==> src/fam_pkg.sv <==
// Behaviour
// - at most eight PFs, 2048 VFs
// - address map static, from configured counts
// - PFs take addresses from zero, contiguous
// - VFs follow PFs, grouped per PF
// - VF offset and stride are constants
// - four PFs: PF0 VFs start at 4
// - no SR-IOV: PF i at address i
// - one PF: VF j at j+1
// - two PFs: VF start 2, then N0+2
// - three PFs: VFs start at 3
// - capture indices on first beat and valid
// - build requester ID, insert into header
package fam_pkg;
  // ---------------------------------------------------------------
  // sizes
  // ---------------------------------------------------------------
  localparam int MAX_PF          = 8;
  localparam int MAX_VF          = 2048;
  localparam int PF_INDEX_W      = 3;
  localparam int VF_INDEX_W      = 11;
  localparam int FUNC_ADDR_W     = 12;
  localparam int BUS_W           = 8;
  localparam int RID_W           = 16;
  localparam int DATA_W          = 128;
  localparam int FIFO_DEPTH      = 4;
  localparam int RID_HDR_LSB     = 48;
  localparam int RID_BUS_LSB     = 8;
  localparam int RID_FUNC_W      = 8;
  localparam int BEAT_W          = DATA_W + 2;
  // ---------------------------------------------------------------
  // configured map: generation-time constants
  // ---------------------------------------------------------------
  localparam int NUM_PF          = 4;
  localparam logic [VF_INDEX_W:0] VF_COUNT [MAX_PF] = '{
    12'h004, 12'h002, 12'h003, 12'h001, 12'h000, 12'h000, 12'h000, 12'h000};
  localparam logic [FUNC_ADDR_W-1:0] VF_STRIDE = 12'h001;
  localparam logic [BUS_W-1:0] BUS_RESET     = 8'h00;
  localparam logic [PF_INDEX_W-1:0] PF_RESET = 3'h0;
  localparam logic [VF_INDEX_W-1:0] VF_RESET = 11'h000;

  typedef enum logic [1:0] {
    IDLE_STATE = 2'b01,
    BODY_STATE = 2'b10
  } pkt_state_type;

  // first VF address of one PF: PFs first, then earlier PFs' VFs
  function automatic logic [FUNC_ADDR_W-1:0] vf_offset(input int pf);
    int sum;
    sum = NUM_PF;
    for (int k = 0; k < MAX_PF; k++)
    begin
      if (k < pf)
      begin
        sum = sum + int'(VF_COUNT[k]);
      end
    end
    return FUNC_ADDR_W'(sum);
  endfunction : vf_offset
endpackage : fam_pkg

==> src/beat_if.sv <==
// carries one stream beat between the tagger and the FIFO
interface beat_if;
  import fam_pkg::*;
  logic              valid;
  logic              ready;
  logic [BEAT_W-1:0] data;
  modport source (output valid, output data, input ready);
  modport sink   (input valid, input data, output ready);
endinterface : beat_if

==> src/sriov_function_address_map.sv <==
// ---------------------------------------------------------------
// requester ID insertion on the transmit stream
// ---------------------------------------------------------------
module sriov_function_address_map (
  input  wire logic                          clk,
  input  wire logic                          rst,
  input  wire logic [fam_pkg::BUS_W-1:0]     captured_bus,
  input  wire logic                          tx_beat_qualifier,
  input  wire logic                          tx_packet_first_beat,
  input  wire logic                          tx_packet_last_beat,
  input  wire logic [fam_pkg::DATA_W-1:0]    tx_data,
  input  wire logic [fam_pkg::PF_INDEX_W-1:0] requester_pf_index,
  input  wire logic [fam_pkg::VF_INDEX_W-1:0] requester_vf_index,
  input  wire logic                          requester_is_vf,
  output logic                               tx_ready,
  output logic                               out_valid,
  input  wire logic                          out_ready,
  output logic                               out_first_beat,
  output logic                               out_last_beat,
  output logic [fam_pkg::DATA_W-1:0]         out_data,
  output logic [fam_pkg::RID_W-1:0]          out_requester_id
);
  import fam_pkg::*;

  // ---------------------------------------------------------------
  // capture of requester indices
  // ---------------------------------------------------------------
  logic [PF_INDEX_W-1:0]  cap_pf;
  logic [VF_INDEX_W-1:0]  cap_vf;
  logic                   cap_is_vf;
  logic [BUS_W-1:0]       cap_bus;
  logic [FUNC_ADDR_W-1:0] func_addr;
  logic [RID_W-1:0]       rid;
  logic [RID_W-1:0]       rid_held;
  pkt_state_type          state;
  pkt_state_type          next_state;
  beat_if                 beat ();

  wire take    = tx_beat_qualifier && tx_ready;
  wire sop_hit = take && tx_packet_first_beat;

  // the bridge trusts the app for index choice
  // indices live only on the first beat
  assign cap_pf    = sop_hit ? requester_pf_index : PF_RESET;
  assign cap_vf    = sop_hit ? requester_vf_index : VF_RESET;
  assign cap_is_vf = sop_hit & requester_is_vf;
  assign cap_bus   = captured_bus;

  func_addr_map u_map (
    .pf_index  (cap_pf),
    .vf_index  (cap_vf),
    .is_vf     (cap_is_vf),
    .func_addr (func_addr)
  );

  // bus in high byte, function in low byte
  assign rid = {cap_bus, func_addr[RID_FUNC_W-1:0]};

  // ---------------------------------------------------------------
  // packet tracking
  // ---------------------------------------------------------------
  always_comb
  begin
    next_state = state;
    case (state)
      IDLE_STATE: if (sop_hit && !tx_packet_last_beat) next_state = BODY_STATE;
      BODY_STATE: if (take && tx_packet_last_beat) next_state = IDLE_STATE;
      default:    next_state = IDLE_STATE;
    endcase
  end

  // state and held RID of the current packet
  always_ff @(posedge clk)
  begin
    if (rst)
    begin
      state    <= IDLE_STATE;
      rid_held <= '0;
    end
    else
    begin
      state <= next_state;
      if (sop_hit)
      begin
        rid_held <= rid;
      end
    end
  end

  // ---------------------------------------------------------------
  // header insertion into the buffered stream
  // ---------------------------------------------------------------
  logic [DATA_W-1:0] hdr_data;
  logic              fifo_valid;
  logic [BEAT_W-1:0] fifo_data;

  // overwrite the header RID field on the first beat
  always_comb
  begin
    hdr_data = tx_data;
    if (tx_packet_first_beat)
    begin
      hdr_data[RID_HDR_LSB +: RID_W] = rid;
    end
  end

  assign beat.valid = tx_beat_qualifier;
  assign beat.data  = {tx_packet_first_beat, tx_packet_last_beat, hdr_data};
  assign tx_ready   = beat.ready;

  beat_fifo #(
    .WIDTH (BEAT_W),
    .DEPTH (FIFO_DEPTH)
  ) u_fifo (
    .clk       (clk),
    .rst       (rst),
    .fill      (beat),
    .out_valid (fifo_valid),
    .out_ready (out_ready),
    .out_data  (fifo_data)
  );

  assign out_valid      = fifo_valid;
  assign out_first_beat = fifo_valid & fifo_data[BEAT_W-1];
  assign out_last_beat  = fifo_valid & fifo_data[BEAT_W-2];
  assign out_data       = fifo_data[DATA_W-1:0];
  assign out_requester_id = rid_held;
endmodule : sriov_function_address_map

==> src/beat_fifo.sv <==
// ---------------------------------------------------------------
// small stream FIFO with honest full and empty
// ---------------------------------------------------------------
module beat_fifo #(
  parameter int WIDTH = 8,
  parameter int DEPTH = 4
) (
  input  wire logic             clk,
  input  wire logic             rst,
  beat_if.sink                  fill,
  output logic                  out_valid,
  input  wire logic             out_ready,
  output logic [WIDTH-1:0]      out_data
);
  localparam int AW = $clog2(DEPTH);
  logic [WIDTH-1:0] mem [DEPTH];
  logic [AW-1:0]    wr_ptr;
  logic [AW-1:0]    rd_ptr;
  logic [AW:0]      count;
  wire              push = fill.valid && fill.ready;
  wire              pop  = out_valid && out_ready;

  // handshake and head word
  assign fill.ready = (count != (AW+1)'(DEPTH));
  assign out_valid  = (count != '0);
  assign out_data   = mem[rd_ptr];

  // pointers and occupancy
  always_ff @(posedge clk)
  begin
    if (rst)
    begin
      wr_ptr <= '0;
      rd_ptr <= '0;
      count  <= '0;
    end
    else
    begin
      if (push)
      begin
        mem[wr_ptr] <= fill.data;
        wr_ptr      <= (wr_ptr == AW'(DEPTH-1)) ? '0 : wr_ptr + 1'b1;
      end
      if (pop)
      begin
        rd_ptr <= (rd_ptr == AW'(DEPTH-1)) ? '0 : rd_ptr + 1'b1;
      end
      count <= count + (AW+1)'(push) - (AW+1)'(pop);
    end
  end
endmodule : beat_fifo

==> src/func_addr_map.sv <==
// ---------------------------------------------------------------
// static function address lookup
// ---------------------------------------------------------------
module func_addr_map (
  input  wire logic [fam_pkg::PF_INDEX_W-1:0]  pf_index,
  input  wire logic [fam_pkg::VF_INDEX_W-1:0]  vf_index,
  input  wire logic                            is_vf,
  output logic      [fam_pkg::FUNC_ADDR_W-1:0] func_addr
);
  import fam_pkg::*;
  logic [FUNC_ADDR_W-1:0] offset_table [MAX_PF];

  // constant per-PF first VF address, never written at run time
  for (genvar g = 0; g < MAX_PF; g++)
  begin : g_off
    assign offset_table[g] = vf_offset(g);
  end

  // PF at its own index, VF at offset plus index times stride
  assign func_addr = is_vf
    ? FUNC_ADDR_W'(offset_table[pf_index] + VF_STRIDE * FUNC_ADDR_W'(vf_index))
    : FUNC_ADDR_W'(pf_index);
endmodule : func_addr_map

==> config.mk <==
export PLATFORM = sky130hd
export DESIGN_NAME = sriov_function_address_map
export DESIGN_NICKNAME = d
export VERILOG_FILES = /design/src/fam_pkg.sv /design/src/beat_if.sv /design/src/sriov_function_address_map.sv /design/src/beat_fifo.sv /design/src/func_addr_map.sv
export SDC_FILE = /design/constraint.sdc
export NUM_CORES = 1
export LEC_CHECK = 0
export BUFFER_PORTS_ARGS = -buffer_cell sky130_fd_sc_hd__buf_2
export CELL_PAD_IN_SITES_DETAIL_PLACEMENT = 0
export CELL_PAD_IN_SITES_GLOBAL_PLACEMENT = 1
export CORE_MARGIN = 4
export CORE_UTILIZATION = 53
export DETAILED_ROUTE_END_ITERATION = 8
export PLACE_DENSITY_LB_ADDON = 0.1
export SLEW_MARGIN = 40
export SYNTH_ARGS = -nofsm -noshare
export SYNTH_HDL_FRONTEND = slang
export SYNTH_SLANG_ARGS = --single-unit
==> constraint.sdc <==
create_clock -name clk -period 8.3 [get_ports clk]
set_input_delay 0.83 -clock clk [delete_from_list [all_inputs] [get_ports clk]]
set_output_delay 0.83 -clock clk [all_outputs]
set_load 0.05 [all_outputs]
==> run metrics <==
run status=complete, no violations; vias in the first global route=10200; Synth async-reset ratio=0%; gr busiest metal=met2; first-pass GRT wire length=60700 um; # rows=71; Worst Path Required=8570 ps; Crit path buffers/inverters=3; clock slew at reported path FFs=60 ps; fin crit share=46.1%; Top Ports=about 310; DRC violations left=0; chip height=204 um; Seq. cell area=16100 um^2; Post-Synth Adder-Cell Area=1.05%; Leak=8.26 nW; Comb power frac=24.3%; core area=37800 um^2; cts hold-fix bufs=0; GR Util met1=26.0%; fmax=262 MHz; Critical Path Start Type=input port; critical path type=in2reg; critical path's slowest cell=nor2_4; Seq pwr share=43.9%; CTS root buffer=clkbuf_16; total power=around 7.4 mW; NetSw=2.28 mW; ys flop type=edfxtp_1; initial core utilization=53.9%; CP arrival=4090 ps; Synth Area in XOR/XNOR=less than 1%; post-synthesis sequential area ratio=79.0%; GRT Util Overall=19.2%; Yosys reg bits=545; fill count=2635; DP HPWL=about 25000 um; CP top delay family=simple AND/OR/NAND/NOR gates; Vias/cell=5.43; crit path max fanout=23; Slew Viols, Final=0; Clk network pwr share=between 30% and 40%; compound-gate portion of the synthesized area=0.987%; global route overflow=0; largest area contributor in the netlist=edfxtp_1; pin count of the biggest net entering global routing=67; TritonCTS buffer count=between 50 and 60; Slew @ Worst Pin=763 ps; Sink Count=545; internal power=5.09 mW; Post-CTS Setup Inserts=0; Clock Latency Late Sink=roughly 580 ps; Setup Skew=between 9 and 10 ps; max cap viols=0; final WL=40200 um; switching power share of the total=a little under a third; commonest non-fill, non-tap cell in the layout=edfxtp_1; DR WL/cell=22.5 um; die width=204 um; simple-gate area share of the yosys netlist=2.24%; DRT iter0 DRCs=558; largest cells by area after synthesis=edfxtp_1, mux4_2, dfxtp_1, ha_1, nand2_1; HP Class=reg2reg; initial antenna violation count=5; Post-Synthesis Cells=894; worst-case clock buffer depth=3; ratio of cells with drive above 1 in the final layout=42.1%; peak supply drop=0.238 mV; final setup fails=0; Synth cell types=43; crit-path cells=buf_2 > nand2_1 > nor2_4 > nand2_1 > inv_1 > ha_1 > and2_1 > ha_1 > inv_1 > fa_1 > nand2b_1 > a211oi_1 > mux2i_1 > o21ai_0; Syn Std Cell Area=20400 um^2; area occupied by multi-input gates=roughly 4000 um^2; Syn Nets=between 1000 and 1500; number of H-tree levels=2; slowest stage delay, CP=460 ps; Final Hold Fails=0; grt met2 use=between 30% and 40%; Synth-to-Final Area Change=18.7%; RSZ-0062 raised after global routing=no; post-synthesis mux area share=between 10% and 20%; PortBufs=301; Slew HR=49.1%; grt met3 use=between 6 and 7%; largest family of logic cells by synthesized area=multiplexers; PD cells=304 nW/um^2; area share of the largest cell type after synthesis=between 70% and 80%; Post-DRT Antenna Nets=0; Nets=1399; Synth Warn #=0; Post-CTS Resized=0; die footprint=around 42000 um^2; CTS tree=built; GPL Wtd Cong=about 0.75; Post-synth EDFFs=520; Syn Area/Cell=22.8 um^2; Pre-antenna DRT Iters=5; Final min period=3820 ps; crit end category=flop; final setup TNS=0 ps; most frequent cells in the layout=edfxtp_1, buf_2, mux4_2; via count=9689
-- sequential cells by signal, indices dropped and copies added (netlist names), named ones only --
register	cells
out_requester_id	16
u_fifo.rd_ptr	2
u_fifo.wr_ptr	2
u_fifo.mem	520
u_fifo.count	3
-- cell families after synthesis --
kind of cell / Yosys count
compound gates: 35
xor+xnor: 5
fa+ha+maj: 16
buf+inv: 61
flops: 545
mux: 144
simple gates: 88
-- worst reg2reg max path: stages (launching register included) --
cell and delay (ps):
dfxtp_1 450, nor3b_4 130, nor2_4 450, nand2_1 190, inv_1 90, ha_1 130
and2_1 120, ha_1 200, inv_1 80, fa_1 460, nand2b_1 180, a211oi_1 270
mux2i_1 250, o21ai_0 190
-- final timing paths --
path / cells after the start / from / slack [ps] / endpoint
hold / removal: 2 / out_requester_id[9] / 450 / out_requester_id[9]
setup / recovery: 14 / tx_packet_first_beat / 4480 / u_fifo.mem[0][54]
setup reg to reg: 13 / u_fifo.count[1] / 4810 / u_fifo.mem[0][54]
hold reg to reg: 2 / out_requester_id[9] / 450 / out_requester_id[9]
-- layout make-up --
type	instances	area share, %
sequential	545	66.5
inverter	22	0.351
timing repair buffer	314	6.83
tap	511	2.64
antenna	2	0.0207
clock inverter	27	0.919
clock buffer	75	6.16
multi-input combinational	288	16.6
-- per-layer routing --
metal / share of wire, % / wire (um) / vias to the layer above
li1: - / - / 4371
met1: 41 / 16300 / 5008
met2: 50 / 20200 / 251
met3: 7.6 / 3050 / 51
met4: 1.4 / 569 / 8
met5: 0.14 / 55 / -
-- cell usage after synthesis, drive strengths merged, types with 5 or more instances --
library cell,count
a21oi,19
and2,10
mux2,9
nand3,7
edfxtp,520
mux4,130
inv,22
nor2,8
o21ai,6
mux2i,5
nand2,41
clkbuf,13
ha,14
dfxtp,25
buf,26
nand3b,5
-- power groups by stage --
stage	sequential, mW	combinational, mW	clock [mW]
after floorplan	3.29	1.40	0
after global placement	3.31	1.79	0
final	3.24	1.79	2.34
after detailed placement	3.30	1.82	0
after global routing	3.25	1.89	2.53
after CTS	3.24	1.82	2.41
-- per-stage QoR --
step           hold slack, ps  utilization [%]  cells  cell area (um^2)  setup slack (ps)
2_1_floorplan             454                -    894             20400              3640
3_3_place_gp              439             59.3   1679             22500              3570
3_5_place_dp              444             59.5   1680             22500              3860
4_1_cts                   413             64.0   1782             24200              4410
5_1_grt                   421             64.0   1782             24200              4220
6_report                  452             64.0   1784             24200              4480
Note: power is estimated with default switching activity, not from simulation.
